$ cat config.mk
export PLATFORM = sky130hd
export DESIGN_NAME = wdog_control
export DESIGN_NICKNAME = d
export VERILOG_FILES = /design/src/wdog_pkg.sv /design/src/wdog_counter.sv /design/src/wdog_control.sv
export SDC_FILE = /design/constraint.sdc
export NUM_CORES = 1
export LEC_CHECK = 0
export BUFFER_PORTS_ARGS = -buffer_cell sky130_fd_sc_hd__buf_2
export CAP_MARGIN = 10
export CORE_ASPECT_RATIO = 1.4
export CORE_MARGIN = 3
export CORE_UTILIZATION = 36
export DETAILED_ROUTE_END_ITERATION = 6
export GPL_TIMING_DRIVEN = 0
export SLEW_MARGIN = 20
export SYNTH_ARGS = -nofsm -noshare
export SYNTH_HDL_FRONTEND = slang
export SYNTH_SLANG_ARGS = --single-unit
$ cat constraint.sdc
create_clock -name core_clk_in -period 2.4 [get_ports core_clk_in]
set_input_delay 0.36 -clock core_clk_in [delete_from_list [all_inputs] [get_ports core_clk_in]]
set_output_delay 0.36 -clock core_clk_in [all_outputs]
set_load 0.01 [all_outputs]
$ cat src/wdog_pkg.sv
// Constants for the watchdog control and extended interrupt register block.
// Assumes an APB master with 32-bit data; registers sit in the low byte of each word.
// Functional notes
// - Top control bit doubles second serial port baud rate in modes 1-3.
// - Power-on flag set at power up; only a software write clears it.
// - Timeout sets watchdog interrupt flag; software, power-on reset or external reset clears it.
// - Watchdog reset sets the reset-cause flag until software clears it.
// - Power-fail reset clears reset-cause; watchdog leaves it alone while reset disabled.
// - Reset enable bit at 1 lets timeout reset the device; 0 never.
// - Writing restart reloads the watchdog counter; hardware clears the restart bit.
// - Timeout requests interrupt if enabled; reset follows 512 clocks later if enabled.
// - External reset loads control register to 0x0x0xx0b, x bits kept.
// - Reset-cause is 1 on watchdog reset, 0 on power-on/down, kept on external.
// - Power-on reset sets power-on flag and clears reset enable; others keep it.
// - All bits readable; protected bits written only inside timed-access window.
// - Key AAH then 55H opens protected writes for three machine cycles.
// - Enable register bit 4 gates the watchdog interrupt request.
// - Enable register bits 7-5 always read as 1.
// - Priority register bit 4 selects watchdog interrupt priority level.
// - Four bits enable external interrupts 2-5; four bits set their priority.
package wdog_pkg;
   // Register byte addresses
   localparam logic [11:0] WDOG_CONTROL_ADDR = 12'h00d8;
   localparam logic [11:0] IRQ_ENABLE_ADDR   = 12'h00e8;
   localparam logic [11:0] IRQ_PRIORITY_ADDR = 12'h00f8;
   localparam logic [11:0] TIMED_KEY_ADDR    = 12'h00c7;
   // Control register field positions, then the watchdog bit of the enable and priority registers
   localparam int BIT_BAUD_DOUBLE = 7;
   localparam int BIT_POWER_ON    = 6;
   localparam int BIT_IRQ_FLAG    = 3;
   localparam int BIT_RST_CAUSE   = 2;
   localparam int BIT_RST_ENABLE  = 1;
   localparam int BIT_RESTART     = 0;
   localparam int BIT_WDOG_IRQ    = 4;
   // Bits kept through an external reset (0x0x0xx0b pattern), enable reserved ones, reset value
   localparam logic [7:0] EXT_RST_KEEP_MASK = 8'h56;
   localparam logic [7:0] IRQ_EN_RSVD_ONES  = 8'he0;
   localparam logic [7:0] RESET_VALUE       = 8'h00;
   // Timed access keys and window
   localparam logic [7:0] KEY_FIRST  = 8'haa;
   localparam logic [7:0] KEY_SECOND = 8'h55;
   localparam int CLOCKS_PER_MACHINE_CYCLE = 4;
   localparam int WINDOW_MACHINE_CYCLES    = 3;
   localparam logic [3:0] WINDOW_CYCLES = 4'(WINDOW_MACHINE_CYCLES * CLOCKS_PER_MACHINE_CYCLE);
   // Timeout to reset delay and default watchdog interval
   localparam logic [9:0] RESET_DELAY_CYCLES = 10'd512;
   localparam int TIMEOUT_DEFAULT = 131072;
endpackage

$ cat src/wdog_counter.sv
// Watchdog interval counter with restart and timeout pulse.
// Assumes one core clock; restart is a one-cycle pulse from the control logic.
module wdog_counter #(
   parameter int TIMEOUT_CYCLES = wdog_pkg::TIMEOUT_DEFAULT
) (
   input  wire logic core_clk_in,
   input  wire logic rst_in,
   input  wire logic restart_in,
   output logic      timeout_out
);
   logic [31:0] count_r;
   wire         at_end = (count_r == 32'(TIMEOUT_CYCLES - 1));

   // Counts free, wraps at the interval; restart reloads the start state
   always_ff @(posedge core_clk_in) begin
      if (rst_in || restart_in || at_end) begin
         count_r <= 32'h0000_0000;
      end else begin
         count_r <= count_r + 32'h0000_0001;
      end
   end

   // Registered one-cycle timeout pulse
   always_ff @(posedge core_clk_in) begin
      if (rst_in) begin
         timeout_out <= 1'b0;
      end else begin
         timeout_out <= at_end && !restart_in;
      end
   end
endmodule

$ cat src/wdog_control.sv
// Watchdog control, reset-cause flags and extended interrupt enable/priority registers.
// Assumes an APB master on core_clk_in; reset kind inputs are synchronous strobes
// from the reset controller; rst_in is the power-on reset itself.
module wdog_control #(
   parameter int TIMEOUT_CYCLES = wdog_pkg::TIMEOUT_DEFAULT
) (
   input  wire logic        core_clk_in,
   input  wire logic        rst_in,
   input  wire logic        ext_reset_in,
   input  wire logic        power_fail_reset_in,
   input  wire logic        psel,
   input  wire logic        penable,
   input  wire logic        pwrite,
   input  wire logic [11:0] paddr,
   input  wire logic [31:0] pwdata,
   output logic      [31:0] prdata,
   output logic             pready,
   output logic             pslverr,
   output logic             serial1_baud_double_out,
   output logic             wdog_irq_out,
   output logic             wdog_irq_priority_out,
   output logic             wdog_reset_out,
   output logic      [3:0]  ext_irq_enable_out,
   output logic      [3:0]  ext_irq_priority_out
);
   logic [7:0] control_r;
   logic [4:0] irq_enable_r;
   logic [4:0] irq_priority_r;
   logic       key_armed_r;
   logic [3:0] window_r;
   logic       delay_run_r;
   logic [9:0] delay_r;
   logic       timeout;
   logic       watchdog_reset_evt;

   // Bus decode
   wire access_now   = psel && penable;
   wire wr_now       = access_now && pwrite;
   wire sel_control  = (paddr == wdog_pkg::WDOG_CONTROL_ADDR);
   wire sel_enable   = (paddr == wdog_pkg::IRQ_ENABLE_ADDR);
   wire sel_priority = (paddr == wdog_pkg::IRQ_PRIORITY_ADDR);
   wire sel_key      = (paddr == wdog_pkg::TIMED_KEY_ADDR);
   wire mapped       = sel_control || sel_enable || sel_priority || sel_key;
   wire [7:0] wbyte  = pwdata[7:0];
   wire wr_control   = wr_now && sel_control;
   wire wr_key       = wr_now && sel_key;
   wire window_open  = (window_r != 4'h0);

   // Protected bits only written inside the window, others always
   wire [7:0] prot_mask  = (8'h01 << wdog_pkg::BIT_POWER_ON) | (8'h01 << wdog_pkg::BIT_RST_ENABLE)
                         | (8'h01 << wdog_pkg::BIT_IRQ_FLAG) | (8'h01 << wdog_pkg::BIT_RESTART);
   wire [7:0] wr_mask    = window_open ? 8'hff : ~prot_mask;
   wire [7:0] ctl_written = wr_control ? ((control_r & ~wr_mask) | (wbyte & wr_mask)) : control_r;
   wire restart_pulse    = wr_control && window_open && wbyte[wdog_pkg::BIT_RESTART];

   // Reset and flag events
   wire rst_enable  = control_r[wdog_pkg::BIT_RST_ENABLE];
   wire irq_enable  = irq_enable_r[wdog_pkg::BIT_WDOG_IRQ];
   assign watchdog_reset_evt = delay_run_r && (delay_r == 10'd1) && rst_enable;

   // Control register next value
   logic [7:0] control_nxt;
   always_comb begin
      control_nxt = ctl_written;
      control_nxt[wdog_pkg::BIT_RESTART] = 1'b0;
      if (timeout) begin
         control_nxt[wdog_pkg::BIT_IRQ_FLAG] = 1'b1;
      end
      if (ext_reset_in) begin
         control_nxt = control_r & wdog_pkg::EXT_RST_KEEP_MASK;
      end
      if (power_fail_reset_in) begin
         control_nxt[wdog_pkg::BIT_RST_CAUSE] = 1'b0;
      end
      if (watchdog_reset_evt) begin
         control_nxt[wdog_pkg::BIT_RST_CAUSE] = 1'b1;
      end
   end

   // Power-on reset sets the power-on flag and clears everything else
   always_ff @(posedge core_clk_in) begin
      if (rst_in) begin
         control_r <= 8'h01 << wdog_pkg::BIT_POWER_ON;
      end else begin
         control_r <= control_nxt;
      end
   end

   // Enable and priority registers; ext reset clears them like the core SFRs
   always_ff @(posedge core_clk_in) begin
      if (rst_in || ext_reset_in) begin
         irq_enable_r   <= 5'h00;
         irq_priority_r <= 5'h00;
      end else begin
         if (wr_now && sel_enable) irq_enable_r <= wbyte[4:0];
         if (wr_now && sel_priority) irq_priority_r <= wbyte[4:0];
      end
   end

   // Timed access: AAH arms, 55H next opens a 3 machine cycle window
   always_ff @(posedge core_clk_in) begin
      if (rst_in || ext_reset_in) begin
         key_armed_r <= 1'b0;
         window_r    <= 4'h0;
      end else begin
         if (wr_key) begin
            key_armed_r <= (wbyte == wdog_pkg::KEY_FIRST);
         end else if (wr_now) begin
            key_armed_r <= 1'b0;
         end
         if (wr_key && key_armed_r && wbyte == wdog_pkg::KEY_SECOND) begin
            window_r <= wdog_pkg::WINDOW_CYCLES;
         end else if (window_open) begin
            window_r <= window_r - 4'h1;
         end
      end
   end

   // Delay from timeout to reset; restart or disabling reset cancels it
   always_ff @(posedge core_clk_in) begin
      if (rst_in || ext_reset_in || watchdog_reset_evt) begin
         delay_run_r <= 1'b0;
         delay_r     <= 10'h000;
      end else if (restart_pulse || !rst_enable) begin
         delay_run_r <= 1'b0;
         delay_r     <= 10'h000;
      end else if (timeout && !delay_run_r) begin
         delay_run_r <= 1'b1;
         delay_r     <= wdog_pkg::RESET_DELAY_CYCLES;
      end else if (delay_run_r) begin
         delay_r <= delay_r - 10'h001;
      end
   end

   wdog_counter #(
      .TIMEOUT_CYCLES(TIMEOUT_CYCLES)
   ) u_counter (
      .core_clk_in (core_clk_in),
      .rst_in      (rst_in || ext_reset_in || watchdog_reset_evt),
      .restart_in  (restart_pulse),
      .timeout_out (timeout)
   );

   // Read mux; enable register reserved bits read high
   wire [7:0] rd_byte = sel_control  ? control_r :
                        sel_enable   ? (wdog_pkg::IRQ_EN_RSVD_ONES | {3'b000, irq_enable_r}) :
                        sel_priority ? {3'b000, irq_priority_r} : 8'h00;

   // APB answer: zero wait states, error on unmapped address
   always_ff @(posedge core_clk_in) begin
      if (rst_in) begin
         prdata  <= 32'h0000_0000;
         pready  <= 1'b0;
         pslverr <= 1'b0;
      end else begin
         pready  <= psel && !penable;
         pslverr <= psel && !penable && !mapped;
         prdata  <= (psel && !penable && !pwrite) ? {24'h00_0000, rd_byte} : 32'h0000_0000;
      end
   end

   // Registered outputs
   always_ff @(posedge core_clk_in) begin
      if (rst_in) begin
         serial1_baud_double_out <= 1'b0;
         wdog_irq_out            <= 1'b0;
         wdog_irq_priority_out   <= 1'b0;
         wdog_reset_out          <= 1'b0;
         ext_irq_enable_out      <= 4'h0;
         ext_irq_priority_out    <= 4'h0;
      end else begin
         serial1_baud_double_out <= control_r[wdog_pkg::BIT_BAUD_DOUBLE];
         wdog_irq_out            <= control_r[wdog_pkg::BIT_IRQ_FLAG] && irq_enable;
         wdog_irq_priority_out   <= irq_priority_r[wdog_pkg::BIT_WDOG_IRQ];
         wdog_reset_out          <= watchdog_reset_evt;
         ext_irq_enable_out      <= irq_enable_r[3:0];
         ext_irq_priority_out    <= irq_priority_r[3:0];
      end
   end
endmodule

==> impl_metrics.toml, run 1 <==
[critical_path]
endpoint = "u_counter.count_r[16]"
end_kind = "register"
cp_slowest_stage_delay_ps = 460
crit_chain = "ha_1 -> nand3_1 -> nor3_4 -> nand3_1 -> nand4_1 -> buf_2 -> nor2_1"
r2r_slack_ps = 240
critical_path.max_fanout = 10
cp-start-kind = "register"
reg2reg_from = "u_counter.count_r[0]"
crit_required_ps = 2620
worst_path_most_repeated_cell = "nand3_1"
path_class = "reg -> reg"
slowest_stage = "nor3_4"
startpoint = "u_counter.count_r[0]"
reg2reg_depth = 7
cp_data_arrival_time_ps = 2390
r2r-end = "u_counter.count_r[16]"

[clocking]
clk_root_buffer_cell = "clkbuf_16"
cts_inserted_buffers = 9
clockBufferDepth = 2
clock_sinks = 88
postCtsSetupBuffers = 0
clk_latency_ps = 340
cts_tree = "yes"
ctsHtreeMaxLevel = 3
clk_pin_slew_ps = 60

[floorplan]
die_area_um2 = 12100
die_h_um = 129
start_util_pct = 37.1
fp.dieW_um = 93.8
core_area_um2 = 10500
io_pins = 97
row_count = 44

[timing]
drv_slew = 0
worstMarginPinSlew_ps = 759
finalCritPeriodShare_pct = 90.1
rsz0062_at_grt = "false"
hold_violations = 0
finalSetupViolCount = 0
timing.fmax_mhz = 462
setup_tns_ps = 0
finalCriticalPeriod_ps = 2160
slew_headroom_pct = 48.9
finClkSkew_ps = 4.37

[cells_and_area]
final_cell_mix = "dfxtp_1 (88), nor2_1 (62), buf_2 (52)"
fill_cells = 1081
final_common_cell = "dfxtp_1"
area_growth_pct = 20.1
diodes = 0
drive_gt1_share_pct = 21.6
nets = 568

[logic_synthesis]
syn_area_per_cell_um2 = 8.99
synth.yosys.seq_area_share_pct = 45.4
ys_warn_count = 0
synth.top_cell.area_share_pct = 45.4
synth-edff-count = 0
postSynthCellCount = 432
async_flop_share_pct = 0
yosysTopAreaCell = "dfxtp_1"
synthFlopType = "dfxtp_1"
synthesis.area_um2 = 3880
synth-seq-cells = 88
ys_types = 46
synth_area_leaders = "dfxtp_1 (45%), nor2_1 (6.0%), buf_4 (4.8%), xnor2_1 (4.7%), xor2_1 (3.8%)"

[placed_design]
place_congestion = 0.829
hpwl_um = 6090
io_buffers = 47

[global_route]
grt_util_met3_pct = 3.22
antenna_found_initial = 0
grtUsageMet1_pct = 15.7
first_global_vias = 2925
busiest_layer = "met2"
grt_pass1_wl_um = 13200
grtUsageMet2_pct = 23.8
track_usage_pct = 13.6
grt_start_max_net_pins = 17
overflow = 0

[drt]
post-route-drc-count = 0
drt-total-wl_um = 7960
first_pass_iters = 5
dr_total_vias = 3123
wire_per_inst_um = 12.1
ant_nets = 0
drtIter0Drc = 91
via_per_inst = 4.76

[power_and_ir_drop]
power_density_nw_per_um2 = 627
finalPower_mw = 2.92
vdd_drop_max_mv = 0.465
p_leak_nw = 1.81

[run_status]
status = "completed"

[run]
timing.max_cap.violations = 0

[worst_hold_path]
hold_path.class = "in -> reg"
==> flip-flops by register name (all words and copies together), names as in the netlist, 4 cells and up, named ones only <==
register / cells
irq_enable_r: 5
irq_priority_r: 5
ext_irq_priority_out: 4
control_r: 5
ext_irq_enable_out: 4
delay_r: 10
u_counter.count_r: 32
prdata: 8
window_r: 4
==> cell type report <==
| type | instances | area [µm²] | area share, % |
|---|---|---|---|
| clock buffers | 9 | 225 | 4.83 |
| inverters | 9 | 33.8 | 0.724 |
| well taps | 138 | 173 | 3.70 |
| clock inverters | 7 | 55.1 | 1.18 |
| flip-flops and latches | 88 | 1760 | 37.8 |
| multi-input cells | 317 | 1930 | 41.3 |
| plain buffers | 41 | 254 | 5.45 |
| repair buffers | 47 | 235 | 5.04 |
==> worst min path at each step <==
stage | endpoint | depth (start not counted) | from
2_1_floorplan | wdog_irq_out | 2 | irq_enable_r[4]
3_3_place_gp | wdog_irq_out | 2 | irq_enable_r[4]
3_5_place_dp | wdog_irq_out | 2 | irq_enable_r[4]
4_1_cts | pready | 2 | penable
5_1_grt | pready | 2 | penable
6_report | pready | 2 | penable
==> stage by stage <==
step                      setup slack (ps)  instance area [µm²]  utilization (%)  instances  hold WS [ps]
after floorplan                        393                 3970                -        455           420
after global placement                14.0                 4380             41.9        640           440
after detailed placement              7.88                 4380             41.9        640           443
after CTS                             15.1                 4660             44.5        656           225
after global routing                  29.1                 4660             44.6        656           238
final                                  237                 4660             44.6        656           236
==> cells in the mapped netlist, drive strengths merged, types with 3 or more instances <==
| master | number |
|---|---|
| a21oi | 18 |
| a22oi | 4 |
| and3 | 11 |
| buf | 30 |
| clkbuf | 11 |
| dfxtp | 88 |
| ha | 4 |
| inv | 9 |
| mux2 | 6 |
| mux2i | 10 |
| nand2 | 35 |
| nand2b | 3 |
| nand3 | 23 |
| nand4 | 10 |
| nor2 | 62 |
| nor2b | 11 |
| nor3 | 5 |
| nor3b | 8 |
| nor4 | 17 |
| nor4b | 3 |
| or2 | 4 |
| xnor2 | 21 |
| xor2 | 17 |
==> timing repair <==
item                       CTS  global route
gates resized for setup      0             1
hold buffers                 0             0
setup endpoints to repair    0            30
==> worst max-delay path: cells and delay by family, from the launching register on <==
family	cells	cell delay, ps
adder cells (fa/ha/maj)	1	210
flip-flops	1	390
buffers and inverters	1	250
AND/OR/NAND/NOR	5	1200
==> metal layers <==
metal	routed length, µm	share of wire, %	up-vias
met2	4010	50	78
met3	424	5.3	12
met1	3380	42	1441
met5	0	0	-
met4	145	1.8	0
li1	-	-	1592
==> kinds of logic (layout without fill, tap and decap cells) <==
family          Yosys count  count (layout)  synth area share, %
fa+ha+maj                 4               4                 1.29
flops                    88              88                 45.4
other cells               1              24               0.0966
mux                      16              16                 4.32
buf+inv                  50             113                 7.41
compound gates           28              28                 4.22
xor+xnor                 38              38                 8.57
simple gates            207             207                 28.7
==> power breakdown <==
group          total, mW  internal, mW  leakage, nW  switching, mW
Clock               1.30         0.712        0.133          0.591
Sequential          1.47          1.47        0.709        0.00400
Combinational      0.150        0.0653        0.972         0.0851
Total               2.92          2.24         1.81          0.681
(Power assumes the default switching activity.)
==> inputs of run 2 (changes only) <==
--- a/config.mk
+++ b/config.mk
@@ -15,4 +15,5 @@
 export SLEW_MARGIN = 20
 export SYNTH_ARGS = -nofsm -noshare
 export SYNTH_HDL_FRONTEND = slang
+export SYNTH_HIERARCHICAL = 1
 export SYNTH_SLANG_ARGS = --single-unit
==> impl_metrics.toml, run 2 <==
[critical_path]
end_kind = "register"
cp-start-kind = "register"
critical_path.max_fanout = 6
slowest_stage = "or4_1"
cp_top_family = "simple AND/OR/NAND/NOR gates"
path_class = "reg -> reg"
cp_slowest_stage_delay_ps = 490
path_buf_inv = 1
crit_required_ps = 2660
cp_data_arrival_time_ps = 2480
crit_chain = "inv_1 -> ha_1 -> or3b_4 -> nand2_2 -> nor3_1 -> or2_2 -> or4_1 -> o21ai_0"

[cells_and_area]
instances_no_fill = 678
drive_gt1_share_pct = 19.7
largest_register_ffs = 32
area_growth_pct = 18.9
fin_util_pct = 44.3
nets = 589
multiInputGateArea_um2 = 2160
final_cell_mix = "dfxtp_1 (88), nor2_1 (54), buf_2 (50)"
top_regs = "u_counter/count_r: 32 flops, delay_r: 10 flops, prdata: 8 flops"
stdcell_area_um2 = 4860
top_register = "u_counter/count_r"
diodes = 0
final_common_cell = "dfxtp_1"
fill_cells = 1103
ff_latch_area_um2 = 1760

[floorplan]
row_count = 45
die_area_um2 = 12700
die_h_um = 132
io_pins = 97
fp.dieW_um = 96.0
core_area_um2 = 11000
start_util_pct = 37.2

[drt]
drt-total-wl_um = 9220
drtIter0Drc = 106
post-route-drc-count = 0
dr_total_vias = 3426
first_pass_iters = 5
wire_per_inst_um = 13.6
via_per_inst = 5.05
ant_nets = 0

[worst_hold_path]
hold_path.class = "in -> reg"

[logic_synthesis]
postSynthCellCount = 454
synth.top_cell.area_share_pct = 43.1
synth_area_leaders = "dfxtp_1 (43%), nor2_1 (5.0%), buf_4 (4.6%), mux2i_1 (3.9%), xor2_1 (3.4%)"
synth-edff-count = 0
synth.most_common_cell = "dfxtp_1"
yosysTopAreaCell = "dfxtp_1"
ys_warn_count = 6
synth.yosys.seq_area_share_pct = 43.1
ys_types = 59
async_flop_share_pct = 0
syn_area_per_cell_um2 = 9.00
synthesis.area_um2 = 4090
netlist_top_cells_count = "dfxtp_1 (88), nor2_1 (54), nand2_1 (28)"
synthFlopType = "dfxtp_1"
synth-seq-cells = 88

[timing]
finClkSkew_ps = 7.75
rsz0062_at_grt = "false"
finalCritPeriodShare_pct = 92.2
finalCriticalPeriod_ps = 2210
slew_headroom_pct = 54.0
drv_slew = 0
timing.fmax_mhz = 452
finalSetupViolCount = 0
worst_hold_slack_ps = 256
hold_violations = 0
setup_tns_ps = 0
worstMarginPinSlew_ps = 680

[clocking]
ctsHtreeMaxLevel = 3
clk_latency_ps = 330
cts_tree = "yes"
clockBufferDepth = 2
clock_sinks = 88
hold_buffers = 0
clk_pin_slew_ps = 60
cts_inserted_buffers = 9
clk_root_buffer_cell = "clkbuf_16"

[global_route]
overflow = 0
track_usage_pct = 15.0
grt_start_max_net_pins = 14
grt_pass1_wl_um = 15100
first_global_vias = 3312
antenna_found_initial = 0

[power_and_ir_drop]
vdd_drop_max_mv = 0.441
power_density_nw_per_um2 = 597
p_leak_nw = 1.93

[placed_design]
hpwl_um = 7080
place_area_um2 = 4580
place_congestion = 0.829
io_buffers = 47
numPlacedInstances = 665

[run]
timing.max_cap.violations = 0

[run_status]
status = "completed"
==> run 2: worst reg2reg max path, stage by stage, from the launching register on <==
cell,delay (ps)
dfxtp_1,320
inv_1,90
ha_1,210
or3b_4,440
nand2_2,110
nor3_1,80
or2_2,330
or4_1,490
o21ai_0,80
==> run 2: cell families after synthesis <==
logic type,count (synthesis),synth area share (%)
adders and majority gates,4,1.22
other,1,0.0918
muxes,17,4.19
xor gates and xnor gates,29,6.22
buffers and inverters,45,6.52
AOI/OAI and AO/OA,49,7.59
and+or+nand+nor,221,31.0
DFF,88,43.1
==> run 2: worst paths after layout <==
path	from	to	slack [ps]	cells past startpoint
max	window_r[0]	u_counter/count_r[18]	190	8
min	penable	pready	260	2
max reg2reg	window_r[0]	u_counter/count_r[18]	190	8
min reg2reg	u_counter/count_r[0]	u_counter/count_r[0]	450	1
==> run 2: per-stage QoR <==
| stage | worst slack (ps) | power (mW) |
|---|---|---|
| CTS | 83.6 | 2.93 |
| global route | 60.4 | 3.01 |
| finish | 187 | 2.90 |
| detailed placement | -181 | 1.68 |
| floorplan | 162 | 1.62 |
| global placement | -134 | 1.68 |
==> run 2: report_power, final <==
part	switching (mW)	total [mW]	internal (mW)
Combinational	0.105	0.180	0.0756
Clock	0.533	1.25	0.716
Sequential	0.00323	1.47	1.47
==> run 2: final cells by class <==
| class | count | share of cell area, % |
|---|---|---|
| plain buffers | 38 | 4.97 |
| inverters | 6 | 0.464 |
| flip-flops and latches | 88 | 36.3 |
| clock inverters | 3 | 0.412 |
| repair buffers | 47 | 4.84 |
| well taps | 141 | 3.63 |
| multi-input cells | 344 | 44.4 |
| clock buffers | 11 | 5.00 |
==> run 2: what timing repair did <==
action / 4_1_cts / 5_1_grt
cloned: 0 / 0
buffers inserted: 0 / 0
resized for setup: 3 / 1
endpoints found under the setup margin: 11 / 1
==> run 2: metal layers <==
layer  up-vias  global-route usage [%]  routed length, µm
met3        15                    3.37                557
met4         0                    6.25                205
met1      1587                    16.6               3580
met2       101                    26.6               4870
li1       1723                       -                  -
met5         -                       0                  0
==> inputs of run 3 (changes only) <==
--- a/config.mk
+++ b/config.mk
@@ -5,6 +5,7 @@
 export SDC_FILE = /design/constraint.sdc
 export NUM_CORES = 1
 export LEC_CHECK = 0
+export ABC_AREA = 1
 export BUFFER_PORTS_ARGS = -buffer_cell sky130_fd_sc_hd__buf_2
 export CAP_MARGIN = 10
 export CORE_ASPECT_RATIO = 1.4
==> impl_metrics.toml, run 3 <==
[timing]
rsz0062_at_grt = "false"
hold_violations = 0
drv_slew = 0
finalCritPeriodShare_pct = 73.7
finalSetupViolCount = 0
timing.fmax_mhz = 566
finalCriticalPeriod_ps = 1770
setup_tns_ps = 0
finClkSkew_ps = 5.47

[placed_design]
place_congestion = 0.896
hpwl_um = 7790
io_buffers = 48

[floorplan]
fp.dieW_um = 100
start_util_pct = 37.3
core_area_um2 = 11900
io_pins = 97
die_area_um2 = 13800
die_h_um = 138
row_count = 47

[drt]
ant_nets = 0
drt-total-wl_um = 9700
dr_total_vias = 3959
post-route-drc-count = 0
via_per_inst = 4.46
wire_per_inst_um = 10.9
first_pass_iters = 4
drtIter0Drc = 62

[cells_and_area]
final_common_cell = "nand2_1"
top_register = "u_counter/count_r"
nets = 791
area_growth_pct = 17.4
diodes = 0
final_cell_mix = "nand2_1 (168), nor2_1 (142), dfxtp_1 (88)"
top_regs = "u_counter/count_r: 32 flops, delay_r: 10 flops, prdata: 8 flops"
largest_register_ffs = 32
drive_gt1_share_pct = 16.6

[power_and_ir_drop]
vdd_drop_max_mv = 0.321
power_density_nw_per_um2 = 548
p_comb_share_pct = 5.2
intPower_mw = 2.21
switching_share_pct = 22.7
finalPower_mw = 2.86
p_leak_nw = 2.38
p_clk_share_pct = 43.7
p_seq_share_pct = 51.1
switchingPower_mw = 0.651

[critical_path]
reg2reg_depth = 10
crit_chain = "inv_1 -> ha_1 -> nand2_1 -> nand3_2 -> inv_1 -> nor2_1 -> inv_1 -> nor2_1 -> nand2_1 -> inv_1"
worst_path_most_repeated_cell = "inv_1"
cp_data_arrival_time_ps = 2050
path_buf_inv = 4
crit_required_ps = 2690
r2r_slack_ps = 630
cp_slowest_stage_delay_ps = 310
critical_path.max_fanout = 8
slowest_stage = "dfxtp_1"
path_class = "reg -> reg"
cp-start-kind = "register"
reg2reg_from = "window_r[1]"
r2r-end = "u_counter/count_r[22]"
cp_top_family = "simple AND/OR/NAND/NOR gates"
end_kind = "register"

[worst_hold_path]
min_to = "control_r[4]"
hold_path.class = "in -> reg"
min_from = "rst_in"
worstHoldPathCells = 2

[global_route]
track_usage_pct = 14.9
first_global_vias = 3764
overflow = 0
grt_pass1_wl_um = 16400
grt_start_max_net_pins = 15
antenna_found_initial = 0

[logic_synthesis]
synth-seq-cells = 88
netlist_top_cells_count = "nand2_1 (168), nor2_1 (142), dfxtp_1 (88)"
yosysTopAreaCell = "dfxtp_1"
synth.top_cell.area_share_pct = 39.6
synthesis.area_um2 = 4450
postSynthCellCount = 654
synth_area_leaders = "dfxtp_1 (40%), nand2_1 (14%), nor2_1 (12%), inv_1 (7.3%), buf_4 (4.0%)"
ys_warn_count = 6
syn_area_per_cell_um2 = 6.81
ys_types = 32
synth.most_common_cell = "nand2_1"
synth-edff-count = 0
synthFlopType = "dfxtp_1"
async_flop_share_pct = 0
synth.yosys.seq_area_share_pct = 39.6

[clocking]
postCtsSetupBuffers = 0
clk_latency_ps = 340
ctsHtreeMaxLevel = 3
clk_pin_slew_ps = 60
cts_inserted_buffers = 9
hold_buffers = 0
clock_sinks = 88
cts_tree = "yes"
clk_root_buffer_cell = "clkbuf_16"
clockBufferDepth = 2
cts_resized = 0

[run]
timing.max_cap.violations = 0

[run_status]
status = "completed"
run 3: kinds of logic (layout without fill, tap and decap cells):
family	after synthesis	after routing	synth area share [%]
other	1	24	0.0842
DFF	88	88	39.6
buffers and inverters	119	182	12.5
xor gates and xnor gates	22	22	4.33
muxes	1	1	0.225
adders and majority gates	4	4	1.12
AOI/OAI and AO/OA	33	33	3.93
and+or+nand+nor	386	386	38.3
run 3: worst max path at each step:
stage / slack [ps] / cells after the start / from / end
final: 630 / 10 / window_r[1] / u_counter/count_r[22]
after global routing: 360 / 10 / window_r[1] / u_counter/count_r[21]
after CTS: 590 / 10 / window_r[1] / u_counter/count_r[22]
after detailed placement: 470 / 12 / paddr[5] / u_counter/count_r[0]
after global placement: 500 / 12 / paddr[2] / u_counter/count_r[11]
after floorplan: 850 / 11 / paddr[2] / u_counter/count_r[10]
run 3: power by group through the flow:
stage	Sequential [mW]	Combinational, mW	Clock, mW
finish	1.47	0.148	1.25
global route	1.46	0.165	1.34
CTS	1.46	0.146	1.29
detailed placement	1.50	0.146	0
global placement	1.50	0.144	0
floorplan	1.50	0.0962	0
run 3: metrics by stage:
stage          hold WS [ps]  setup WS [ps]  utilization (%)  area [µm²]  instances
3_5_place_dp            441            468             41.6        4960        872
4_1_cts                 235            595             43.8        5230        887
5_1_grt                 251            364             43.8        5230        887
3_3_place_gp            427            502             41.6        4960        872
2_1_floorplan           418            846                -        4540        677
6_report                250            632             43.8        5230        887
run 3: layout make-up:
type / instances / area [µm²]
fill: 1290 / 6710
multi-input combinational: 470 / 2220
tap: 147 / 184
clock buffer: 9 / 225
buffer: 28 / 211
inverter: 91 / 343
timing repair buffer: 48 / 240
sequential: 88 / 1760
clock inverter: 6 / 37.5
run 3: per-layer routing:
metal	GRT usage [%]	routed length [µm]
met1	14.9	3760
met2	28.0	5160
met3	3.04	446
met4	8.99	340
met5	0	0
